## src/sar_adc_defines.vh

```
// Constants for the converter control and result-register block.
// Assumes an 8-bit special function register port with byte addresses.
`ifndef SAR_ADC_DEFINES_VH
`define SAR_ADC_DEFINES_VH
`define ADDR_CONFIG      8'hbc
`define ADDR_RESULT_LOW  8'hbe
`define ADDR_RESULT_HIGH 8'hbf
`define ADDR_CONTROL     8'he8
`define CONFIG_RESET     8'h60
`define CONTROL_RESET    8'h00
`define CONFIG_MASK      8'he7
`define BIT_ENABLE       7
`define BIT_TRACK_MODE   6
`define BIT_DONE         5
`define BIT_BUSY         4
`define BIT_WINDOW       1
`define BIT_ALIGN        0
`define SRC_SOFTWARE     2'h0
`define SRC_TIMER3       2'h1
`define SRC_EXTERNAL     2'h2
`define SRC_TIMER2       2'h3
`define TRACK_CLOCKS     4'h3
`define GAIN_1           3'h0
`define GAIN_2           3'h1
`define GAIN_4           3'h2
`define GAIN_8           3'h3
`endif

```

## src/conv_clock_divider.v

```verilog
// Divides the system clock into a one-cycle conversion-clock tick.
// Assumes divider field from the configuration register, same clock.
`default_nettype none
module conv_clock_divider (
  input  wire       clock,
  input  wire       rst,
  input  wire [2:0] divider,
  output reg        tick
);
  reg  [3:0] count;
  reg  [3:0] limit;
  always @* begin
    case (divider)
      3'h0:    limit = 4'h0;
      3'h1:    limit = 4'h1;
      3'h2:    limit = 4'h3;
      3'h3:    limit = 4'h7;
      default: limit = 4'hf;
    endcase
  end
  // Tick once every 1, 2, 4, 8 or 16 clocks
  always @(posedge clock) begin
    if (rst) begin
      count <= 4'h0;
      tick  <= 1'b0;
    end else if (count >= limit) begin
      count <= 4'h0;
      tick  <= 1'b1;
    end else begin
      count <= count + 4'h1;
      tick  <= 1'b0;
    end
  end
endmodule // conv_clock_divider
`default_nettype wire

```

## src/result_formatter.v

```verilog
// Places a 12-bit result into the high and low result bytes.
// Assumes the result word and differential flag are held stable by the caller.
`default_nettype none
module result_formatter (
  input  wire [11:0] result,
  input  wire        left_align,
  input  wire        differential,
  output wire [7:0]  high_byte,
  output wire [7:0]  low_byte
);
  // Sign copy only for two's complement differential data
  wire [3:0] upper_fill = differential ? {4{result[11]}} : 4'h0;
  // Left or right placement
  assign high_byte = left_align ? result[11:4] : {upper_fill, result[11:8]};
  assign low_byte  = left_align ? {result[3:0], 4'h0} : result[7:0];
endmodule // result_formatter
`default_nettype wire

```

## src/sar_adc_control_regs.v

```verilog
// Converter control, configuration and result registers with trigger sequencing.
// Assumes a same-clock register port and an analog core with a done strobe.
`include "sar_adc_defines.vh"
`default_nettype none
module sar_adc_control_regs (
  input  wire        clock,
  input  wire        rst,
  input  wire        reg_write,
  input  wire        reg_read,
  input  wire [7:0]  reg_addr,
  input  wire [7:0]  reg_wdata,
  output reg  [7:0]  reg_rdata,
  input  wire        timer3_overflow,
  input  wire        timer2_overflow,
  input  wire        external_start_input,
  input  wire        core_done,
  input  wire [11:0] core_result,
  input  wire        differential,
  input  wire        window_match,
  input  wire        interrupt_enable,
  output reg  [4:0]  amp_gain_code,
  output wire        converter_power,
  output wire        track,
  output wire        convert_start,
  output wire        sar_clock_tick,
  output reg         interrupt_request
);
  localparam ST_IDLE    = 3'b001;
  localparam ST_TRACK   = 3'b010;
  localparam ST_CONVERT = 3'b100;

  reg  [7:0] config_reg;
  reg        converter_enable;
  reg        track_mode_select;
  reg        conversion_done_flag;
  reg  [1:0] start_source_select;
  reg        window_match_flag;
  reg        left_align_select;
  reg  [2:0] state;
  reg  [3:0] track_count;
  reg  [11:0] result_word;
  reg        result_differential;
  reg        ext_meta;
  reg        ext_sync;
  reg        ext_prev;
  wire [7:0] result_high_byte;
  wire [7:0] result_low_byte;
  wire       tick;

  wire conversion_busy = (state != ST_IDLE);
  wire write_control   = reg_write && (reg_addr == `ADDR_CONTROL);
  wire write_config    = reg_write && (reg_addr == `ADDR_CONFIG);
  wire busy_write      = write_control && reg_wdata[`BIT_BUSY];
  wire ext_rise        = ext_sync && !ext_prev;

  // Select the start trigger
  reg trigger;
  always @* begin
    case (start_source_select)
      `SRC_SOFTWARE: trigger = busy_write;
      `SRC_TIMER3:   trigger = timer3_overflow;
      `SRC_EXTERNAL: trigger = ext_rise;
      `SRC_TIMER2:   trigger = timer2_overflow;
      default:       trigger = 1'b0;
    endcase
  end

  // Source field in effect is the one already stored
  wire start_req = converter_enable && trigger && !conversion_busy;
  wire conv_end  = (state == ST_CONVERT) && core_done;

  conv_clock_divider u_divider (
    .clock   (clock),
    .rst     (rst),
    .divider (config_reg[7:5]),
    .tick    (tick)
  );

  result_formatter u_format (
    .result       (result_word),
    .left_align   (left_align_select),
    .differential (result_differential),
    .high_byte    (result_high_byte),
    .low_byte     (result_low_byte)
  );

  // External start pin synchroniser
  always @(posedge clock) begin
    if (rst) begin
      ext_meta <= 1'b1;
      ext_sync <= 1'b1;
      ext_prev <= 1'b1;
    end else begin
      ext_meta <= external_start_input;
      ext_sync <= ext_meta;
      ext_prev <= ext_sync;
    end
  end

  // Conversion sequencer
  always @(posedge clock) begin
    if (rst) begin
      state       <= ST_IDLE;
      track_count <= 4'h0;
    end else if (!converter_enable) begin
      state       <= ST_IDLE;
      track_count <= 4'h0;
    end else begin
      case (state)
        ST_IDLE: begin
          if (start_req) begin
            // Low power modes other than external start track 3 conversion clocks first
            if (track_mode_select && start_source_select != `SRC_EXTERNAL) begin
              state       <= ST_TRACK;
              track_count <= 4'h0;
            end else begin
              state <= ST_CONVERT;
            end
          end
        end
        ST_TRACK: begin
          if (tick) begin
            if (track_count == `TRACK_CLOCKS - 4'h1) begin
              state <= ST_CONVERT;
            end
            track_count <= track_count + 4'h1;
          end
        end
        ST_CONVERT: begin
          if (core_done) begin
            state <= ST_IDLE;
          end
        end
        default: state <= ST_IDLE;
      endcase
    end
  end

  // Start pulse to core when entering conversion
  reg entering_convert;
  always @* begin
    entering_convert = 1'b0;
    if (converter_enable) begin
      if (state == ST_IDLE && start_req &&
          !(track_mode_select && start_source_select != `SRC_EXTERNAL)) begin
        entering_convert = 1'b1;
      end
      if (state == ST_TRACK && tick && track_count == `TRACK_CLOCKS - 4'h1) begin
        entering_convert = 1'b1;
      end
    end
  end
  assign convert_start = entering_convert;
  assign sar_clock_tick = tick;
  assign converter_power = converter_enable;

  // Tracking control per mode
  assign track = converter_enable && (
                   !track_mode_select ? (state != ST_CONVERT) :
                   (start_source_select == `SRC_EXTERNAL) ? (!ext_sync && state != ST_CONVERT) :
                   (state == ST_TRACK));

  // Registers
  always @(posedge clock) begin
    if (rst) begin
      config_reg           <= `CONFIG_RESET;
      converter_enable     <= 1'b0;
      track_mode_select    <= 1'b0;
      conversion_done_flag <= 1'b0;
      start_source_select  <= `SRC_SOFTWARE;
      window_match_flag    <= 1'b0;
      left_align_select    <= 1'b0;
      result_word          <= 12'h000;
      result_differential  <= 1'b0;
      interrupt_request    <= 1'b0;
    end else begin
      if (write_config) begin
        config_reg <= reg_wdata & `CONFIG_MASK;
      end
      if (write_control) begin
        converter_enable    <= reg_wdata[`BIT_ENABLE];
        track_mode_select   <= reg_wdata[`BIT_TRACK_MODE];
        start_source_select <= reg_wdata[3:2];
        left_align_select   <= reg_wdata[`BIT_ALIGN];
      end
      // Flags: set wins over a software clear
      if (conv_end) begin
        conversion_done_flag <= 1'b1;
      end else if (write_control) begin
        conversion_done_flag <= reg_wdata[`BIT_DONE];
      end
      if (window_match) begin
        window_match_flag <= 1'b1;
      end else if (write_control) begin
        window_match_flag <= reg_wdata[`BIT_WINDOW];
      end
      if (conv_end) begin
        result_word         <= core_result;
        result_differential <= differential;
      end
      interrupt_request <= conv_end && interrupt_enable;
    end
  end

  // Gain decode to one-hot amplifier select
  always @* begin
    case (config_reg[2:0])
      `GAIN_1: amp_gain_code = 5'h01;
      `GAIN_2: amp_gain_code = 5'h02;
      `GAIN_4: amp_gain_code = 5'h04;
      `GAIN_8: amp_gain_code = 5'h08;
      3'h4, 3'h5: amp_gain_code = 5'h10;
      default: amp_gain_code = 5'h00;
    endcase
  end

  // Read mux; busy shows state
  always @* begin
    case (reg_addr)
      `ADDR_CONFIG:      reg_rdata = config_reg;
      `ADDR_RESULT_LOW:  reg_rdata = result_low_byte;
      `ADDR_RESULT_HIGH: reg_rdata = result_high_byte;
      `ADDR_CONTROL:     reg_rdata = {converter_enable, track_mode_select, conversion_done_flag,
                                      conversion_busy, start_source_select, window_match_flag,
                                      left_align_select};
      default:           reg_rdata = 8'h00;
    endcase
  end
endmodule // sar_adc_control_regs
`default_nettype wire

```

## config.mk

```make
export PLATFORM = sky130hd
export DESIGN_NAME = sar_adc_control_regs
export DESIGN_NICKNAME = d
export VERILOG_FILES = /design/src/conv_clock_divider.v /design/src/result_formatter.v /design/src/sar_adc_control_regs.v
export VERILOG_INCLUDE_DIRS = /design/src /design/src/src
export SDC_FILE = /design/constraint.sdc
export NUM_CORES = 1
export LEC_CHECK = 0
export BUFFER_PORTS_ARGS = -buffer_cell sky130_fd_sc_hd__buf_2
export CELL_PAD_IN_SITES_DETAIL_PLACEMENT = 0
export CELL_PAD_IN_SITES_GLOBAL_PLACEMENT = 2
export CORE_ASPECT_RATIO = 2
export CORE_MARGIN = 1
export CORE_UTILIZATION = 33
export CTS_CLUSTER_SIZE = 40
export DETAILED_ROUTE_END_ITERATION = 7
export PLACE_DENSITY = 0.9
export SETUP_SLACK_MARGIN = 0.1
export SLEW_MARGIN = 20
export SYNTH_ARGS = -nofsm -noshare
export SYNTH_HDL_FRONTEND = slang
export SYNTH_SLANG_ARGS = --single-unit
```

## constraint.sdc

```tcl
create_clock -name clock -period 3.5 [get_ports clock]
set_input_delay 0.175 -clock clock [delete_from_list [all_inputs] [get_ports clock]]
set_output_delay 0.175 -clock clock [all_outputs]
set_load 0.02 [all_outputs]
```

Word-level counts from Yosys, hierarchy flattened
Index checks and enable logic that the tools add are counted.
Storage, ports and cells
  register bits after elaboration: 42
  input bits: 39
  output and inout bits: 18
  logic and storage cells: 105
Cells by class
  $add $sub $neg: 2
  order comparisons: 1
  eq/ne operators: 27
  mux-type cells: 27
  bitwise gates (word level): 1
  reductions and logical operators: 30
Operators by type and width (number)
  == test 8 bit, second input constant: 4
  case mux 8 bit (4 select lines): 1
  case mux 5 bit (5 select lines): 1
  2-to-1 mux 4 bit: 4
  2-to-1 mux 8 bit: 2
  case mux 4 bit (4 select lines): 1
  == test 3 x 2 -> 1 bit, second input constant: 5
  logical AND 1 bit: 15
  2-to-1 mux 3 bit: 5
  2-to-1 mux 1 bit: 10
  inequality test 2 bit, second input constant: 5
  == test 3 x 1 -> 1 bit, second input constant: 3
  == test 3 bit, second input constant: 3
  case mux 3 bit (3 select lines): 1
  adder 4 x 1 -> 4 bit, second input constant: 2
  case mux 4 bit (2 select lines): 1
  AND reduction 4 bit: 2
  zero test 3 bit: 2
  nonzero test 2 bit: 3
  OR reduction 2 bit: 3
  == test 2 bit, second input constant: 2
  == test 4 x 2 -> 1 bit, second input constant: 1
  >= comparator 4 bit: 1
  zero test 1 bit: 4
  7 further kinds: 7

Logic depth before layout (Yosys ltp)
Gate-level depths: netlist (run 1).
  word-level depth: 11
  depth in mapped cells: 7

Cells and area by module
Synthesis (run 1) repeated with hierarchy kept, for this count alone.
Second synthesis, totals
  cells, all modules: 266
  area total of the unflattened synthesis: 2302.2 sq um
Modules (own cells, without submodules)
  sar_adc_control_regs: instances 1, cells each 217, area an instance 1833.0 sq um, sequential area each 740.7 sq um
  conv_clock_divider: instances 1, cells each 27, area an instance 276.5 sq um, sequential area each 100.1 sq um
  result_formatter: instances 1, cells each 22, area an instance 192.7 sq um, sequential area each 0.0 sq um

Least setup slack after synthesis (run 1)
Ideal clock, no wire load.
  kind: register to register
  start: register config_reg[7]
  end: register u_divider.count[2]
  setup time: 60 ps
  arrival: 1868 ps
  required time: 3440 ps
  slack: 1572 ps
  stages on the path, launching flop included: 8
  path buffers: 0
  path through: dfxtp_1 -> or3_1 -> ha_1 -> nand2b_1 -> a21o_1 -> a21o_1 -> a211oi_1 -> and2_1
Between the ends
  longest elaborated chain between the ends: 4
  elaborated cells on any way between the ends: 7
  classes of those cells: order compare (1); eq/ne (3); mux (1); reduce/logical (2)
RTL lines
  from (decl): line sar_adc_control_regs.v:32  | reg [7:0] config_reg;
  from (signal assigned): line sar_adc_control_regs.v:166  | config_reg <= `CONFIG_RESET;
  from (signal assigned): line sar_adc_control_regs.v:178  | config_reg <= reg_wdata & `CONFIG_MASK;
  == test 3 x 2 -> 1 bit, or another cell as far along: line conv_clock_divider.v:13  | case (divider)
  case mux 4 bit (4 select lines) (*): line conv_clock_divider.v:13
  >= comparator 4 bit (*): line conv_clock_divider.v:26  | end else if (count >= limit) begin
  OR reduction 2 bit (no line) (*)
  to (signal assigned): line conv_clock_divider.v:30  | count <= count + 4'h1;
  to (decl): line conv_clock_divider.v:10  | reg [3:0] count;
Every way passes the cells marked *; elsewhere a longest branch is shown, timed or not.
A chain may end at the register's enable or synchronous reset.

Worst setup path in the final report (run 1)
  start: register left_align_select
  end: output reg_rdata[4]
Between the ends
  longest elaborated chain between the ends: 2
  elaborated cells on any way between the ends: 3
  classes of those cells: mux (3)
RTL lines
  from (decl): line sar_adc_control_regs.v:38  | reg left_align_select;
  from (signal assigned): line sar_adc_control_regs.v:184  | left_align_select <= reg_wdata[`BIT_ALIGN];
  2-to-1 mux 8 bit, on equally long branches: line result_formatter.v:14, result_formatter.v:15
  case mux 8 bit (4 select lines) (*): line sar_adc_control_regs.v:219  | case (reg_addr)
  to (decl): line sar_adc_control_regs.v:12  | output reg [7:0] reg_rdata,
Marked as above.

==> results of run 1 <==
==> final cells by class <==
cell class	instances	area (um^2)
Timing Repair Buffer	56	283
Sequential cell	42	841
Inverter	8	30.0
Tap cell	88	110
Fill cell	718	3890
Multi-Input combinational cell	213	1330
Clock buffer	6	139
==> synth_stat cells, types with 7 or more instances <==
| cell type | instances | area (um^2) |
|---|---|---|
| a21oi_1 | 30 | 150 |
| dfxtp_1 | 42 | 841 |
| nand3_1 | 7 | 35.0 |
| a221o_1 | 7 | 70.1 |
| mux2i_1 | 8 | 80.1 |
| and3_1 | 7 | 43.8 |
| nand2b_1 | 7 | 43.8 |
| nor2_1 | 12 | 45.0 |
| inv_1 | 7 | 26.3 |
| ha_1 | 7 | 87.6 |
| clkbuf_1 | 8 | 30.0 |
| nand2_1 | 56 | 210 |
==> logic make-up (layout without fill, tap and decap cells) <==
| group | count (synthesis) | count (layout) | share of synthesized area (%) |
|---|---|---|---|
| buffers and inverters | 24 | 70 | 4.83 |
| and+or+nand+nor | 126 | 126 | 29.4 |
| adders and majority gates | 7 | 7 | 3.84 |
| xor gates and xnor gates | 2 | 2 | 0.769 |
| DFF | 42 | 42 | 36.9 |
| AOI/OAI and AO/OA | 68 | 68 | 19.7 |
| muxes | 10 | 10 | 4.50 |
==> metrics by stage <==
| step | power (mW) | utilization (%) | instances | cell area, um^2 |
|---|---|---|---|---|
| after global routing | 1.03 | 41.2 | 413 | 2730 |
| after detailed placement | 0.557 | 39.1 | 407 | 2590 |
| after floorplan | 0.528 | - | 279 | 2280 |
| after CTS | 1.01 | 41.2 | 413 | 2730 |
| final | 1.00 | 41.2 | 413 | 2730 |
| after global placement | 0.556 | 39.1 | 407 | 2590 |
==> worst max-delay path by stage <==
stage                                         startpoint                       endpoint  cells after the start
after floorplan               config_reg[7]$_SDFFE_PP0P_  u_divider.count[2]$_SDFF_PP0_                      7
after global placement        config_reg[7]$_SDFFE_PP0P_  u_divider.count[3]$_SDFF_PP0_                      7
after detailed placement      config_reg[7]$_SDFFE_PP0P_  u_divider.count[2]$_SDFF_PP0_                      7
after CTS                 left_align_select$_SDFFE_PP0P_                   reg_rdata[4]                      6
after global routing      left_align_select$_SDFFE_PP0P_                   reg_rdata[6]                      6
final                     left_align_select$_SDFFE_PP0P_                   reg_rdata[4]                      6
==> power groups by stage <==
stage | clock network [mW] | registers (mW) | logic, mW
CTS | 0.463 | 0.489 | 0.0580
floorplan | 0 | 0.498 | 0.0300
detailed placement | 0 | 0.499 | 0.0577
finish | 0.455 | 0.489 | 0.0568
global placement | 0 | 0.499 | 0.0565
global route | 0.481 | 0.489 | 0.0633
==> metal layers <==
metal	global-route usage, %	wire length (um)
met4	8.24	136
met1	20.2	2430
met5	0	0
met3	3.23	211
met2	31.9	3300
==> results.sh, run 1 <==
export IMPL_fp_dieArea_um2=7260
export IMPL_power_switching_mw=0.214
export IMPL_die_x_um=60.8
export IMPL_fp_dieH_um=120
export IMPL_netSwitchingFraction_pct=21.4
export IMPL_ctsResizeCount=0
export IMPL_synth_edf_count=0
export IMPL_final_common_cell="nand2_1"
export IMPL_cts_reportedPaths_clkPinSlew_ps=60
export IMPL_placementRows=42
export IMPL_setup_tns_ps=0
export IMPL_root_buffer="clkbuf_16"
export IMPL_cts_max_path_buffers=2
export IMPL_grt_pass1_vias=1986
export IMPL_ff2ff_setup_slack_ps=1330
export IMPL_hold_ws_ps=69.5
export IMPL_max_freq_mhz=457
export IMPL_period_share_pct=62.5
export IMPL_num_nets_final=372
export IMPL_gp_congestion=0.853
export IMPL_antenna_found_initial=0
export IMPL_min_path_cells=2
export IMPL_drt_total_wl_um=6070
export IMPL_dp_hpwl_um=4650
export IMPL_cp_required_ps=3320
export IMPL_r2r_end="u_divider.count[3]$_SDFF_PP0_"
export IMPL_pwr_share_clk_pct=45.5
export IMPL_p_int_mw=0.787
export IMPL_gr_total_overflow=0
export IMPL_critical_path_max_fanout=14
export IMPL_tightestPinTransition_ps=695
export IMPL_core_um2=6620
export IMPL_hold_buffers=0
export IMPL_rsz0062_at_grt="no"
export IMPL_slowest_stage="dfxtp_1"
export IMPL_drv_slew=0
export IMPL_antenna_left=0
export IMPL_status="finished, final reports clean"
export IMPL_grt_pass1_wl_um=9630
export IMPL_cpLargestDelayFamily="flip-flops"
export IMPL_cts_sinks=42
export IMPL_critPathCaptureType="output port"
export IMPL_leakagePower_nw=1.09
export IMPL_layout_drive_gt1_share_pct=23.1
export IMPL_areaGrowthSynthToFinish_pct=19.8
export IMPL_post_place_ws_ps=1360
export IMPL_hold_path_end="ext_meta$_SDFF_PP1_"
export IMPL_hold_class="in2reg"
export IMPL_synthFlopType="dfxtp_1"
export IMPL_grt_max_degree=35
export IMPL_n_antenna_cell=0
export IMPL_cp_arrival_ps=2010
export IMPL_synth_area_um2=2280
export IMPL_cts_tree="yes"
export IMPL_crit_type="reg2out"
export IMPL_start_util_pct=34.4
export IMPL_yosysUniqueCellTypes=55
export IMPL_num_vias=2120
export IMPL_vias_per_cell=5.13
export IMPL_first_iter_violations=91
export IMPL_setup_ws_ps=1310
export IMPL_yosys_warnings=0
export IMPL_htree_levels=2
export IMPL_cts_made_buffers=5
export IMPL_ir_drop_mv=0.204
export IMPL_post_cts_setup_buffer_count=0
export IMPL_cp_buffers_inverters=2
export IMPL_ys_seq_elements=42
export IMPL_comb_power_share_pct=5.7
export IMPL_wl_per_cell_um=14.7
export IMPL_io_buffer_count=55
export IMPL_async_flop_share_pct=0
export IMPL_min_delay_start="external_start_input"
export IMPL_finalHoldViolCount=0
export IMPL_cp_cell_sequence="inv_2, and3_1, a22oi_1, nor2_1, a221o_1, buf_2"
export IMPL_finalSetupViolCount=0
export IMPL_powerDensity_nw_per_um2=366
export IMPL_synthCells=279
export IMPL_seq_power_share_pct=48.8
export IMPL_skew_ps=3.47
export IMPL_r2r_cells=7
export IMPL_slew_headroom_pct=53.4
export IMPL_track_usage_pct=18.2
export IMPL_drc_errors=0
export IMPL_fin_crit_ps=2190
export IMPL_cpPeakStageDelay_ps=710
export IMPL_drv_cap=0
export IMPL_yosysSeqAreaShare_pct=36.9
export IMPL_largest_reg_flops=12
export IMPL_start_kind="flop"
export IMPL_crit_reg2reg_launch="config_reg[7]$_SDFFE_PP0P_"
export IMPL_boundaryPins=57
export IMPL_clock_latency_ps=280
export IMPL_syn_avg_cell_area_um2=8.17
export IMPL_dr_pass1_iters=4
export IMPL_synth_nets=325
export IMPL_mostFrequentLayoutCells="nand2_1 (56), buf_2 (55), dfxtp_1 (42), a21oi_1 (30), nor2_1 (12)"
Note: power is estimated with default switching activity, not from simulation.
==> inputs of run 2 (changes only) <==
CORE_UTILIZATION = 30   (was 33)
PLACE_DENSITY = 0.83   (was 0.9)
clock period = 2.15 ns   (was 3.5 ns; I/O delays follow)
==> results.sh, run 2 (synthesized netlist as in run 1, its figures left out) <==
export IMPL_start_util_pct=31.1
export IMPL_antenna_found_initial=0
export IMPL_cts_max_path_buffers=2
export IMPL_cp_arrival_ps=1860
export IMPL_finalSetupViolCount=0
export IMPL_leakagePower_nw=1.14
export IMPL_final_common_cell="nand2_1"
export IMPL_cts_reportedPaths_clkPinSlew_ps=60
export IMPL_gp_congestion=0.862
export IMPL_num_vias=2164
export IMPL_powerDensity_nw_per_um2=620
export IMPL_fp_dieH_um=125
export IMPL_fp_dieArea_um2=7970
export IMPL_cts_tree="yes"
export IMPL_io_buffer_count=55
export IMPL_wl_met1_um=2640
export IMPL_dp_hpwl_um=4930
export IMPL_cts_sinks=42
export IMPL_highest_layer="met4"
export IMPL_wl_met3_um=214
export IMPL_drv_cap=0
export IMPL_critical_path_max_fanout=8
export IMPL_cp_required_ps=2040
export IMPL_n_antenna_cell=0
export IMPL_root_buffer="clkbuf_16"
export IMPL_die_x_um=63.6
export IMPL_critPathCaptureType="output port"
export IMPL_clock_latency_ps=290
export IMPL_cpPeakStageDelay_ps=390
export IMPL_setup_tns_ps=0
export IMPL_cts_made_buffers=5
export IMPL_vias_per_cell=5.08
export IMPL_cp_cell_sequence="and4bb_1, o211ai_1, a221o_1, a21boi_1, buf_2"
export IMPL_gr_total_overflow=0
export IMPL_areaGrowthSynthToFinish_pct=24.2
export IMPL_route_met2_wl_um=3270
export IMPL_track_usage_pct=17.3
export IMPL_fin_crit_ps=1960
export IMPL_antenna_left=0
export IMPL_finalPower_mw=1.75
export IMPL_num_nets_final=379
export IMPL_placementRows=44
export IMPL_status="finished, final reports clean"
export IMPL_grt_pass1_vias=2184
export IMPL_drv_slew=0
export IMPL_boundaryPins=57
export IMPL_ir_drop_mv=0.446
export IMPL_slew_headroom_pct=57.8
export IMPL_period_share_pct=91.4
export IMPL_n_fill_cell=796
export IMPL_rsz0062_at_grt="yes"
export IMPL_drc_errors=0
export IMPL_layout_drive_gt1_share_pct=26.9
export IMPL_core_um2=7320
export IMPL_dr_pass1_iters=5
export IMPL_wl_per_cell_um=14.9
export IMPL_crit_type="reg2out"
export IMPL_start_kind="flop"
export IMPL_grt_max_degree=35
export IMPL_cp_buffers_inverters=1
export IMPL_mostFrequentLayoutCells="nand2_1 (56), buf_2 (55), dfxtp_1 (37), a21oi_1 (30), nor2_1 (12)"
export IMPL_tightestPinTransition_ps=634
export IMPL_slowest_stage="dfxtp_1"
export IMPL_largest_reg_flops=12
export IMPL_cpLargestDelayFamily="compound AO/OA/AOI/OAI gates"
export IMPL_hold_class="in2reg"
export IMPL_grt_pass1_wl_um=10500
export IMPL_final_util_pct=38.7
export IMPL_first_iter_violations=76
export IMPL_max_freq_mhz=509
export IMPL_finalHoldViolCount=0
export IMPL_skew_ps=4.31
export IMPL_htree_levels=2
export IMPL_drt_total_wl_um=6350
## run 2: cell count changes in the layout (fill, tap and decap cells not counted), sizes merged
cell / previous run / this run
buf: 56 / 62
clkinv: 0 / 2
bufinv: 0 / 1
clkbuf: 6 / 5
dlygate4sd3: 0 / 1
## run 2: path summary, 6_finish.rpt
kind                                                 start                       endpoint  slack (ps)  cells after the start
worst max register to register  config_reg[5]$_SDFFE_PP1P_  u_divider.count[0]$_SDFF_PP0_         190                      7
worst max-delay path                 state[2]$_SDFFE_PP0P_                  convert_start         190                      5
worst min-delay path                        core_result[1]    result_word[1]$_SDFFE_PP0P_          50                      3
worst min register to register         ext_meta$_SDFF_PP1_            ext_sync$_SDFF_PP1_         410                      1
## run 2: tightest hold or removal path, cell delays in order
cell	delay, ps
buf_2	90
nand2_1	40
a21oi_1	50
## run 2: metal layers
layer,vias up,global-route usage [%]
li1,1105,-
met1,992,19.4
met2,54,29.8
met3,13,2.65
met4,0,10.2
met5,-,0
## run 2: timing repair
action                     in CTS  in global routing
setup buffers                   0                  1
pin swaps                       0                  3
gates resized for setup         1                  6
hold endpoints to repair        1                  0
hold buffers                    1                  0
setup endpoints to repair       4                  5
## run 2: report_power, final
part / switching, mW / internal (mW) / total, mW
combinational: 0.0506 / 0.0458 / 0.0964
sequential: 0.00715 / 0.788 / 0.795
clock: 0.319 / 0.544 / 0.863
total: 0.377 / 1.38 / 1.75
## run 2: through the flow
step / hold WS (ps) / area [um^2] / setup slack (ps) / std cells
2_1_floorplan: 211 / 2280 / 222 / 279
6_report: 54.0 / 2830 / 186 / 426
4_1_cts: 44.4 / 2810 / 117 / 425
3_5_place_dp: 299 / 2630 / 78.9 / 416
5_1_grt: 66.0 / 2830 / 85.7 / 426
3_3_place_gp: 294 / 2630 / 113 / 416
## run 2: area by class of cell
class                      instances  area, um^2  share of cell area, %
multi-input combinational        213        1340                   47.2
sequential                        42         847                   29.9
timing repair buffer              63         338                   11.9
clock buffer                       5         125                   4.42
tap                               92         115                   4.07
clock inverter                     3        40.0                   1.41
inverter                           8        30.0                   1.06
